[src/rtl/dowc_pkg.sv]
// Package: register map, field positions and state types of the DAC write control
package dowc_pkg;

    localparam int ADDR_W = 8;
    localparam int DATA_W = 16;

    // Register offsets
    localparam logic [7:0] OFS_STATUS_PRIMARY = 8'h03; // Read side
    localparam logic [7:0] OFS_INT_ACK_TWO = 8'h03;    // Write side
    localparam logic [7:0] OFS_CMD_SECOND = 8'h05;
    localparam logic [7:0] OFS_SHARED_STATUS_ONE = 8'h1b;
    localparam logic [7:0] OFS_SHARED_STATUS_TWO = 8'h1d;
    localparam logic [7:0] OFS_MODE_FIRST = 8'h26;
    localparam logic [7:0] OFS_MODE_SECOND = 8'h27;
    localparam logic [7:0] OFS_CLOCK_FOUT = 8'h38;
    localparam logic [7:0] OFS_START_SELECT = 8'h42;
    localparam logic [7:0] OFS_TRIG_SELECT = 8'h43;
    localparam logic [7:0] OFS_MODE_THIRD = 8'h46;
    localparam logic [7:0] OFS_SHARED_RESET = 8'h48;
    localparam logic [7:0] OFS_PERSONALITY = 8'h4e;
    localparam logic [7:0] OFS_OUTPUT_CTRL = 8'h56;

    // Field positions
    localparam int BIT_MUTE_B = 3;          // Command second
    localparam int BIT_PRELOAD = 2;         // Mode third
    localparam int BIT_SOFT_PAUSE = 1;      // Mode third
    localparam int BIT_MULTI_CHAN = 5;      // Mode first
    localparam int BIT_TRIG1_MASK = 12;     // Mode second
    localparam int BIT_TRIG1_EDGE = 5;      // Trigger select
    localparam int BIT_FIFO_WR_EN = 10;     // Personality
    localparam int BIT_PULSE_WIDTH = 12;    // Personality
    localparam int BIT_PKG_MODE = 14;       // Personality
    localparam int BIT_SRC_HALF = 4;        // Clock and FOUT
    localparam int BIT_OUT_HALF = 5;        // Clock and FOUT
    localparam int BIT_SECTION_RESET = 1;   // Shared reset
    localparam int BIT_START_TRIGGER_ONE_ACK = 9;      // Interrupt ack two
    localparam int BIT_ERROR_ACK = 14;      // Interrupt ack two
    localparam int BIT_CHAN_LSB = 6;        // Output control, 4 bits
    localparam int BIT_ST_START_TRIGGER_ONE = 8;       // Status primary
    localparam int BIT_ST_OVERRUN = 9;      // Status primary
    localparam int BIT_ST_FIFO_EMPTY = 12;  // Status primary
    localparam int BIT_ST_GATE = 11;        // Shared status one
    localparam int BIT_ST_BUSY = 5;         // Shared status two

    // Reset values and timing counts
    localparam logic [15:0] CFG_RESET = 16'h0000;
    localparam logic [1:0] PULSE_LONG = 2'h3;   // Out-timebase periods
    localparam logic [1:0] PULSE_SHORT = 2'h2;

    // Write sequencer states
    typedef enum logic [1:0] {
        SEQ_IDLE = 2'b00,
        SEQ_WAIT = 2'b01,
        SEQ_PULSE = 2'b10,
        SEQ_GAP = 2'b11
    } dowc_seq_e;

    // Outputs toward the DACs
    typedef struct packed {
        logic timed_wr;
        logic [1:0] strobe;
        logic [3:0] addr;
    } dowc_dac_s;

    // Whole state of the control block
    typedef struct packed {
        logic [15:0] cmd2;
        logic [15:0] mode1;
        logic [15:0] mode2;
        logic [15:0] mode3;
        logic [15:0] personal;
        logic [15:0] clkreg;
        logic [15:0] trigsel;
        logic [15:0] startsel;
        logic [15:0] outctl;
        dowc_seq_e st;
        logic [3:0] chan;
        logic [3:0] last;
        logic [1:0] wcnt;
        logic is_cpu;
        logic cpu_pend;
        logic [3:0] cpu_chan;
        logic loaded;
        logic overrun;
        logic start_trigger_one_st;
        logic [2:0] trig_sync;
        logic trig_stab;
        logic trig_prev;
        logic [2:0] fifo_sync;
        logic fifo_empty;
        logic tb_tog;
        logic out_en;
        logic src_en;
        logic upd;
        logic start_trigger_one;
        dowc_dac_s dac;
        logic [15:0] rdata;
    } dowc_state_s;

endpackage

[src/rtl/dowc_top.sv]
// DAC write control: update gating, DAC write sequencing, overrun and trigger
`timescale 1ns/1ps
`default_nettype none

module dowc_top (
    input wire logic ref_clk_i,
    input wire logic arst_n_i,
    input wire logic [7:0] reg_addr_i,
    input wire logic [15:0] reg_wdata_i,
    input wire logic reg_we_i,
    input wire logic reg_re_i,
    output logic [15:0] reg_rdata_o,
    input wire logic update_i,
    input wire logic bc_uses_b_i,
    input wire logic cpu_dac_write_i,
    input wire logic [3:0] cpu_chan_i,
    input wire logic fifo_empty_i,
    input wire logic start_trigger_one_i,
    output logic update_o,
    output logic timed_dac_write_o,
    output logic [1:0] dac_write_strobe_o,
    output logic [3:0] dac_channel_addr_o,
    output logic dac_write_busy_o,
    output logic overrun_flag_o,
    output logic start_trigger_one_o,
    output logic out_timebase_en_o,
    output logic src_timebase_en_o
);

    logic [1:0] rst_sync;
    logic srst_n;
    dowc_pkg::dowc_state_s r;
    dowc_pkg::dowc_state_s next_r;

    // True when a write strobe hits the given offset
    function automatic logic wr_hit(input logic we, input logic [7:0] a,
                                    input logic [7:0] ofs);
        wr_hit = we && (a == ofs);
    endfunction

    // Strobe lane for a channel under the selected package mode
    function automatic logic [1:0] lane(input logic pkg_mode,
                                        input logic [3:0] ch);
        if (pkg_mode && ch[0]) begin
            lane = 2'h2;
        end else begin
            lane = 2'h1;
        end
    endfunction

    // Reset release through two flops so every flop leaves reset together
    always_ff @(posedge ref_clk_i or negedge arst_n_i) begin
        if (!arst_n_i) begin
            rst_sync <= 2'h0;
        end else begin
            rst_sync <= {rst_sync[0], 1'b1};
        end
    end
    assign srst_n = rst_sync[1];

    // Decoded control bits
    logic mute_b, preload_bit, soft_pause, multi_chan, trig1_mask;
    logic trig1_edge, fifo_wr_en, short_pulse, pkg_mode;
    logic out_half, src_half, busy;
    logic [3:0] chan_count;
    assign mute_b = r.cmd2[dowc_pkg::BIT_MUTE_B];
    assign preload_bit = r.mode3[dowc_pkg::BIT_PRELOAD];
    assign soft_pause = r.mode3[dowc_pkg::BIT_SOFT_PAUSE];
    assign multi_chan = r.mode1[dowc_pkg::BIT_MULTI_CHAN];
    assign trig1_mask = r.mode2[dowc_pkg::BIT_TRIG1_MASK];
    assign trig1_edge = r.trigsel[dowc_pkg::BIT_TRIG1_EDGE];
    assign fifo_wr_en = r.personal[dowc_pkg::BIT_FIFO_WR_EN];
    assign short_pulse = r.personal[dowc_pkg::BIT_PULSE_WIDTH];
    assign pkg_mode = r.personal[dowc_pkg::BIT_PKG_MODE];
    assign out_half = r.clkreg[dowc_pkg::BIT_OUT_HALF];
    assign src_half = r.clkreg[dowc_pkg::BIT_SRC_HALF];
    assign chan_count = r.outctl[dowc_pkg::BIT_CHAN_LSB +: 4];
    // CPU writes do not count as a timed sequence
    assign busy = (r.st != dowc_pkg::SEQ_IDLE) && !r.is_cpu;

    // Next-state logic for the whole block
    always_comb begin
        logic sec_reset, err_ack, s1_ack, upd_req, preload_go;
        logic trig_rise, trig_hit;
        logic [15:0] rd;
        sec_reset = 1'b0;
        err_ack = 1'b0;
        s1_ack = 1'b0;
        upd_req = 1'b0;
        preload_go = 1'b0;
        trig_rise = 1'b0;
        trig_hit = 1'b0;
        rd = 16'h0000;
        next_r = r;
        next_r.upd = 1'b0;
        next_r.start_trigger_one = 1'b0;

        // Register writes; start-select and gate fields are stored only
        if (wr_hit(reg_we_i, reg_addr_i, dowc_pkg::OFS_CMD_SECOND)) begin
            next_r.cmd2 = reg_wdata_i;
        end
        if (wr_hit(reg_we_i, reg_addr_i, dowc_pkg::OFS_MODE_FIRST)) begin
            next_r.mode1 = reg_wdata_i;
        end
        if (wr_hit(reg_we_i, reg_addr_i, dowc_pkg::OFS_MODE_SECOND)) begin
            next_r.mode2 = reg_wdata_i;
        end
        // Preload bit holds whatever software wrote
        if (wr_hit(reg_we_i, reg_addr_i, dowc_pkg::OFS_MODE_THIRD)) begin
            next_r.mode3 = reg_wdata_i;
        end
        if (wr_hit(reg_we_i, reg_addr_i, dowc_pkg::OFS_PERSONALITY)) begin
            next_r.personal = reg_wdata_i;
        end
        if (wr_hit(reg_we_i, reg_addr_i, dowc_pkg::OFS_CLOCK_FOUT)) begin
            next_r.clkreg = reg_wdata_i;
        end
        if (wr_hit(reg_we_i, reg_addr_i, dowc_pkg::OFS_TRIG_SELECT)) begin
            next_r.trigsel = reg_wdata_i;
        end
        // Stored for readback of nothing; has no effect on operation
        if (wr_hit(reg_we_i, reg_addr_i, dowc_pkg::OFS_START_SELECT)) begin
            next_r.startsel = reg_wdata_i;
        end
        if (wr_hit(reg_we_i, reg_addr_i, dowc_pkg::OFS_OUTPUT_CTRL)) begin
            next_r.outctl = reg_wdata_i;
        end

        // Strobe bits act for the one write cycle and are never stored
        sec_reset = wr_hit(reg_we_i, reg_addr_i, dowc_pkg::OFS_SHARED_RESET)
                    && reg_wdata_i[dowc_pkg::BIT_SECTION_RESET];
        err_ack = wr_hit(reg_we_i, reg_addr_i, dowc_pkg::OFS_INT_ACK_TWO)
                  && reg_wdata_i[dowc_pkg::BIT_ERROR_ACK];
        s1_ack = wr_hit(reg_we_i, reg_addr_i, dowc_pkg::OFS_INT_ACK_TWO)
                 && reg_wdata_i[dowc_pkg::BIT_START_TRIGGER_ONE_ACK];
        // Falling write of the preload bit launches a preload sequence
        preload_go = wr_hit(reg_we_i, reg_addr_i, dowc_pkg::OFS_MODE_THIRD)
                     && preload_bit
                     && !reg_wdata_i[dowc_pkg::BIT_PRELOAD];

        // Timebases: a divide by two is an enable every other cycle
        next_r.tb_tog = !r.tb_tog;
        next_r.out_en = !out_half || r.tb_tog;
        next_r.src_en = !src_half || r.tb_tog;

        // Pin synchronisers; a change counts once stages two and three agree
        next_r.trig_sync = {r.trig_sync[1:0], start_trigger_one_i};
        if (r.trig_sync[1] == r.trig_sync[2]) begin
            next_r.trig_stab = r.trig_sync[2];
        end
        next_r.fifo_sync = {r.fifo_sync[1:0], fifo_empty_i};
        if (r.fifo_sync[1] == r.fifo_sync[2]) begin
            next_r.fifo_empty = r.fifo_sync[2];
        end

        // Trigger one recognition
        next_r.trig_prev = r.trig_stab;
        trig_rise = r.trig_stab && !r.trig_prev;
        trig_hit = trig1_edge ? trig_rise : r.trig_stab;
        if (!trig1_mask && trig_hit) begin
            next_r.start_trigger_one = 1'b1;
        end
        // Acknowledge first so a trigger in the same cycle still sets
        if (s1_ack) begin
            next_r.start_trigger_one_st = 1'b0;
        end
        if (!trig1_mask && trig_hit) begin
            next_r.start_trigger_one_st = 1'b1;
        end

        // Overrun clears on acknowledge; a new overrun in that cycle wins
        if (err_ack) begin
            next_r.overrun = 1'b0;
        end

        // Updates pass unless paused or muted on load register B
        upd_req = update_i && !soft_pause
                  && !(mute_b && bc_uses_b_i);
        if (upd_req) begin
            next_r.upd = 1'b1;
            // DAC not refreshed since the last update, or still loading
            if (!r.loaded || busy) begin
                next_r.overrun = 1'b1;
            end
            next_r.loaded = 1'b0;
        end

        // Write sequencer, stepping on the out-timebase enable
        unique case (r.st)
            dowc_pkg::SEQ_IDLE: begin
                if (upd_req || preload_go) begin
                    // Multi mode walks 0..count, single mode writes count
                    next_r.chan = multi_chan ? 4'h0 : chan_count;
                    next_r.last = chan_count;
                    next_r.is_cpu = 1'b0;
                    next_r.st = dowc_pkg::SEQ_WAIT;
                end else if (r.cpu_pend) begin
                    next_r.chan = r.cpu_chan;
                    next_r.last = r.cpu_chan;
                    next_r.is_cpu = 1'b1;
                    next_r.cpu_pend = 1'b0;
                    next_r.st = dowc_pkg::SEQ_WAIT;
                end
            end
            dowc_pkg::SEQ_WAIT: begin
                // Timed writes need FIFO enable and data in the FIFO
                if (r.out_en && !soft_pause && (r.is_cpu
                    || (fifo_wr_en && !r.fifo_empty))) begin
                    next_r.st = dowc_pkg::SEQ_PULSE;
                    next_r.wcnt = (short_pulse ? dowc_pkg::PULSE_SHORT
                                   : dowc_pkg::PULSE_LONG) - 2'h1;
                    next_r.dac.timed_wr = !r.is_cpu;
                    next_r.dac.strobe = lane(pkg_mode, r.chan);
                    next_r.dac.addr = r.chan;
                end
            end
            dowc_pkg::SEQ_PULSE: begin
                if (r.out_en) begin
                    if (r.wcnt == 2'h0) begin
                        next_r.dac.timed_wr = 1'b0;
                        next_r.dac.strobe = 2'h0;
                        next_r.st = dowc_pkg::SEQ_GAP;
                    end else begin
                        next_r.wcnt = r.wcnt - 2'h1;
                    end
                end
            end
            dowc_pkg::SEQ_GAP: begin
                // One idle period between writes keeps the strobes apart
                if (r.out_en) begin
                    if (r.is_cpu || r.chan == r.last) begin
                        next_r.st = dowc_pkg::SEQ_IDLE;
                        if (!r.is_cpu && !upd_req) begin
                            next_r.loaded = 1'b1;
                        end
                    end else begin
                        next_r.chan = r.chan + 4'h1;
                        next_r.st = dowc_pkg::SEQ_WAIT;
                    end
                end
            end
        endcase

        // CPU write request waits until the sequencer is free
        if (cpu_dac_write_i) begin
            next_r.cpu_pend = 1'b1;
            next_r.cpu_chan = cpu_chan_i;
        end

        // Section reset restores output registers and clears status
        if (sec_reset) begin
            next_r.cmd2 = dowc_pkg::CFG_RESET;
            next_r.mode1 = dowc_pkg::CFG_RESET;
            next_r.mode2 = dowc_pkg::CFG_RESET;
            next_r.mode3 = dowc_pkg::CFG_RESET;
            next_r.personal = dowc_pkg::CFG_RESET;
            next_r.trigsel = dowc_pkg::CFG_RESET;
            next_r.startsel = dowc_pkg::CFG_RESET;
            next_r.outctl = dowc_pkg::CFG_RESET;
            next_r.overrun = 1'b0;
            next_r.start_trigger_one_st = 1'b0;
            next_r.start_trigger_one = 1'b0;
            next_r.upd = 1'b0;
            next_r.loaded = 1'b0;
            next_r.cpu_pend = 1'b0;
            next_r.is_cpu = 1'b0;
            next_r.st = dowc_pkg::SEQ_IDLE;
            next_r.dac = '0;
        end

        // Read data appear in the cycle after the read strobe
        rd = 16'h0000;
        if (reg_re_i) begin
            unique case (reg_addr_i)
                dowc_pkg::OFS_STATUS_PRIMARY: begin
                    // Unsupported start status reads as zero
                    rd[dowc_pkg::BIT_ST_OVERRUN] = r.overrun;
                    rd[dowc_pkg::BIT_ST_START_TRIGGER_ONE] = r.start_trigger_one_st;
                    rd[dowc_pkg::BIT_ST_FIFO_EMPTY] = r.fifo_empty;
                end
                dowc_pkg::OFS_SHARED_STATUS_ONE: begin
                    rd[dowc_pkg::BIT_ST_GATE] = !soft_pause;
                end
                dowc_pkg::OFS_SHARED_STATUS_TWO: begin
                    rd[dowc_pkg::BIT_ST_BUSY] = busy;
                end
                default: begin
                    rd = 16'h0000;
                end
            endcase
        end
        next_r.rdata = rd;
    end

    // State register; the clock register survives a section reset
    always_ff @(posedge ref_clk_i or negedge srst_n) begin
        if (!srst_n) begin
            r <= '0;
            // Assume an empty FIFO so no write starts before the pin is seen
            r.fifo_sync <= 3'h7;
            r.fifo_empty <= 1'b1;
        end else begin
            r <= next_r;
        end
    end

    // Outputs straight from state
    assign reg_rdata_o = r.rdata;
    assign update_o = r.upd;
    assign timed_dac_write_o = r.dac.timed_wr;
    assign dac_write_strobe_o = r.dac.strobe;
    assign dac_channel_addr_o = r.dac.addr;
    assign dac_write_busy_o = busy;
    assign overrun_flag_o = r.overrun;
    assign start_trigger_one_o = r.start_trigger_one;
    assign out_timebase_en_o = r.out_en;
    assign src_timebase_en_o = r.src_en;

endmodule

`default_nettype wire

[config.mk]
export PLATFORM = sky130hd
export DESIGN_NAME = dowc_top
export DESIGN_NICKNAME = d
export VERILOG_FILES = /design/src/rtl/dowc_pkg.sv /design/src/rtl/dowc_top.sv
export SDC_FILE = /design/constraint.sdc
export NUM_CORES = 1
export LEC_CHECK = 0
export ABC_AREA = 0
export BUFFER_PORTS_ARGS = -buffer_cell sky130_fd_sc_hd__buf_2
export CAP_MARGIN = 10
export CORE_MARGIN = 5
export CORE_UTILIZATION = 41
export DETAILED_ROUTE_END_ITERATION = 10
export PLACE_DENSITY_LB_ADDON = 0.08
export SYNTH_ARGS = -nofsm -noshare
export SYNTH_HDL_FRONTEND = slang
export SYNTH_SLANG_ARGS = --single-unit
export TNS_END_PERCENT = 50
[constraint.sdc]
create_clock -name ref_clk_i -period 3.7 [get_ports ref_clk_i]
set_clock_uncertainty 0.15 [all_clocks]
set_input_delay 0.185 -clock ref_clk_i [delete_from_list [all_inputs] [get_ports ref_clk_i]]
set_output_delay 0.185 -clock ref_clk_i [all_outputs]
set_load 0.05 [all_outputs]
==> flow_metrics.py <==
metrics = {
    "status": {
        "status": "finished clean",
    },
    "logic_synthesis": {
        "yosys-mux-area-fraction_pct": 6.60,
        "avgSynthCellArea_um2": 10.5,
        "synthCells": 311,
        "synth_fa_ha_area_share_pct": 2.92,
        "ys_ff_latch": 64,
        "synth_ff_type": "dfrtp_1",
        "netlist_area_mm2": 0.00326,
        "synth_top_family_by_area": "simple AND/OR/NAND/NOR gates",
        "synth_xor_area_share_pct": 1.07,
        "ys_async_sr_fraction_pct": 100,
        "yosysSeqAreaShare_pct": 49.3,
        "synth_edf_count": 0,
        "ys.warnings.count": 0,
        "synth-compound-area-share_pct": 14.0,
        "ys_types": 64,
        "yosys.area_share.simple_pct": 18.1,
    },
    "worst_setup_path": {
        "path_depth": 5,
        "worstSetupStartpointType": "flop",
        "cp-end-kind": "flop",
        "crit_chain": "ha_1, nand3b_1, a41oi_1, o2bb2ai_2, o32a_1",
        "crit_start": "r[56]$_DFFE_PN0P_",
        "path_buf_inv": 0,
        "critPathSlowestCell": "ha_1",
        "r2r_setup_slack_ns": 1.41,
        "cp_data_required_time_ns": 3.77,
        "critPathArrivalTime_ns": 2.36,
        "crit_fanout": 15,
        "crit_type": "reg2reg",
        "slowest_delay_ns": 0.57,
        "r2r_cells": 5,
        "critPathTopFamily": "compound AO/OA/AOI/OAI gates",
        "endpoint": "r[55]$_DFFE_PN0P_",
        "r2r_end": "r[55]$_DFFE_PN0P_",
        "r2r-start": "r[56]$_DFFE_PN0P_",
    },
    "drt": {
        "drt_wl_total_um": 7340,
        "viasPerCell": 5.00,
        "drc": 0,
        "first_pass_iters": 4,
        "wl_per_cell_um": 15.1,
        "routed-via-count": 2430,
        "dr.first_iter.drc_count": 154,
        "antenna_left": 0,
    },
    "global_route": {
        "antenna_found_initial": 0,
        "grtUsageTotal_pct": 16.0,
        "grt_pass1_wl_um": 12500,
        "grt_max_degree": 39,
        "overflow": 0,
        "grt_pass1_vias": 2445,
    },
    "clock_network": {
        "cts-root-buf": "clkbuf_8",
        "clock_path_buffers": 2,
        "cts_resized": 0,
        "clkSlewWorstSetupHoldPaths_ns": 0.07,
        "cts_tree": "built",
        "cts_sinks": 64,
        "cts_max_level": 3,
        "insertion_delay_ns": 0.34,
        "cts_buffers": 9,
        "post_cts.repair.setup_buffers": 0,
    },
    "timing": {
        "relSlewSlack_pct": 46.1,
        "worst_pin_slew_ns": 0.808,
        "period_needed_ns": 2.29,
        "drv_slew": 0,
        "rsz0062_at_grt": "false",
        "timing.fmax_mhz": 436,
        "fin_crit_sh_pct": 61.9,
        "finalHoldViolations": 0,
        "finalSetupViolCount": 0,
        "setup-tns-final_ns": 0,
    },
    "die": {
        "start_util_pct": 42.2,
        "num_rows": 32,
        "core_area_mm2": 0.00773,
        "die_h_um": 99.2,
        "die_w_um": 99.2,
        "io_pins": 66,
        "die-area_mm2": 0.00984,
    },
    "hold_path": {
        "hold_class": "in2reg",
    },
    "final_layout": {
        "n_antenna_cell": 0,
        "drive_above_1_share_pct": 23.4,
        "area_growth_pct": 19.7,
        "final_core_util_pct": 50.5,
        "most-common-layout-cells": "dfrtp_1 (59), buf_2 (50), nor2_1 (36)",
        "fillers": 734,
        "final_common_cell": "dfrtp_1",
        "nets": 422,
    },
    "job": {
        "max_cap_violations": 0,
    },
    "power": {
        "p_leak_nw": 1.77,
        "pwr_density_cell_mw_per_mm2": 610,
        "irDropWorstVdd_mv": 0.256,
    },
    "placed_design": {
        "portBuffers": 50,
        "gp_congestion": 0.799,
        "dp_hpwl_um": 5430,
    },
}
==> worst reg2reg max path: stages (launching register included) <==
cell       delay [ns]
dfrtp_1          0.43
ha_1             0.57
nand3b_1         0.16
a41oi_1          0.34
o2bb2ai_2        0.18
o32a_1           0.35
==> per-layer routing <==
layer  GRT usage, %  part of all wire [%]
met1           21.9                    47
met2           24.8                    48
met3           3.65                   3.5
met4           5.67                   1.3
met5              0                     0
==> repair_timing <==
item | in CTS | in global routing
hold endpoints to repair | 22 | 0
hold buffers | 25 | 0
setup endpoints to repair | 0 | 0
==> synth_stat cells (2+ instances only) <==
library cell / number / area [um2]
and2_1: 5 / 31.3
nand4b_1: 2 / 17.5
ha_1: 6 / 75.1
a41oi_1: 2 / 17.5
dfrtp_1: 60 / 1500
o21ai_0: 11 / 55.1
inv_1: 14 / 52.6
a21oi_1: 14 / 70.1
nand4_1: 2 / 12.5
xnor2_1: 4 / 35.0
a22oi_1: 3 / 22.5
clkbuf_1: 3 / 11.3
nor3_1: 6 / 30.0
buf_2: 3 / 15.0
nor2b_1: 6 / 37.5
a22o_1: 2 / 17.5
nand2b_1: 3 / 18.8
a211oi_1: 2 / 15.0
o211a_1: 3 / 30.0
o211ai_1: 2 / 15.0
nand3_1: 10 / 50.1
conb_1: 2 / 7.51
mux2_2: 4 / 45.0
o21a_1: 2 / 15.0
nor2_1: 36 / 135
o22ai_1: 5 / 31.3
dfstp_2: 4 / 105
mux2i_1: 17 / 170
a31oi_1: 3 / 18.8
buf_4: 23 / 173
maj3_1: 2 / 20.0
nand2_1: 18 / 67.6
==> state kept, by name, summed over array words and instances (netlist names) <==
signal,cells
r,30
next_r,5
reg_rdata_o,5
chan_count,4
dac_channel_addr_o,4
dac_write_strobe_o,2
rst_sync,2
fifo_wr_en,1
multi_chan,1
mute_b,1
out_half,1
out_timebase_en_o,1
overrun_flag_o,1
pkg_mode,1
preload_bit,1
src_timebase_en_o,1
start_trigger_one_o,1
timed_dac_write_o,1
update_o,1
==> logic make-up after synthesis <==
kind of cell | Yosys count
and+or+nand+nor | 106
DFF | 64
other | 2
xor gates and xnor gates | 4
muxes | 21
AOI/OAI and AO/OA | 62
adders and majority gates | 8
buffers and inverters | 44
==> metrics by stage <==
| step | total power, mW | worst slack [ns] | hold WS [ns] | std cells | cell area (um2) |
|---|---|---|---|---|---|
| floorplan | 1.70 | 1.64 | -0.261 | 321 | 3300 |
| global placement | 1.85 | 1.44 | -0.178 | 445 | 3490 |
| detailed placement | 1.86 | 1.40 | -0.176 | 445 | 3490 |
| CTS | 2.41 | 1.39 | 0.000698 | 486 | 3910 |
| global route | 2.56 | 1.21 | 0.0250 | 486 | 3910 |
| finish | 2.38 | 1.41 | 0.00979 | 486 | 3910 |
==> worst min-delay path by stage <==
stage	startpoint	endpoint	slack [ns]	cells past startpoint
6_report	cpu_dac_write_i	r[44]$_DFFE_PN0P_	0.01	3
5_1_grt	reg_addr_i[4]	reg_rdata_o[5]$_DFF_PN0_	0.02	3
4_1_cts	reg_addr_i[4]	reg_rdata_o[5]$_DFF_PN0_	0.0007	3
3_5_place_dp	arst_n_i	rst_sync[0]$_DFF_PN0_	-0.18	1
3_3_place_gp	arst_n_i	rst_sync[0]$_DFF_PN0_	-0.18	1
2_1_floorplan	arst_n_i	rst_sync[0]$_DFF_PN0_	-0.26	0
==> cell type report <==
cell class,count,area [um2],area share (%)
clock buffers,11,131,3.36
clock inverters,5,33.8,0.865
inverters,14,52.6,1.35
multi-input cells,213,1440,36.8
flip-flops and latches,64,1610,41.2
well taps,102,128,3.27
repair buffers,77,515,13.2
==> power breakdown <==
part           switching [mW]  internal [mW]
Combinational           0.558          0.351
Sequential              0.125          0.831
Clock                   0.275          0.242
Note: power is estimated with default switching activity, not from simulation.
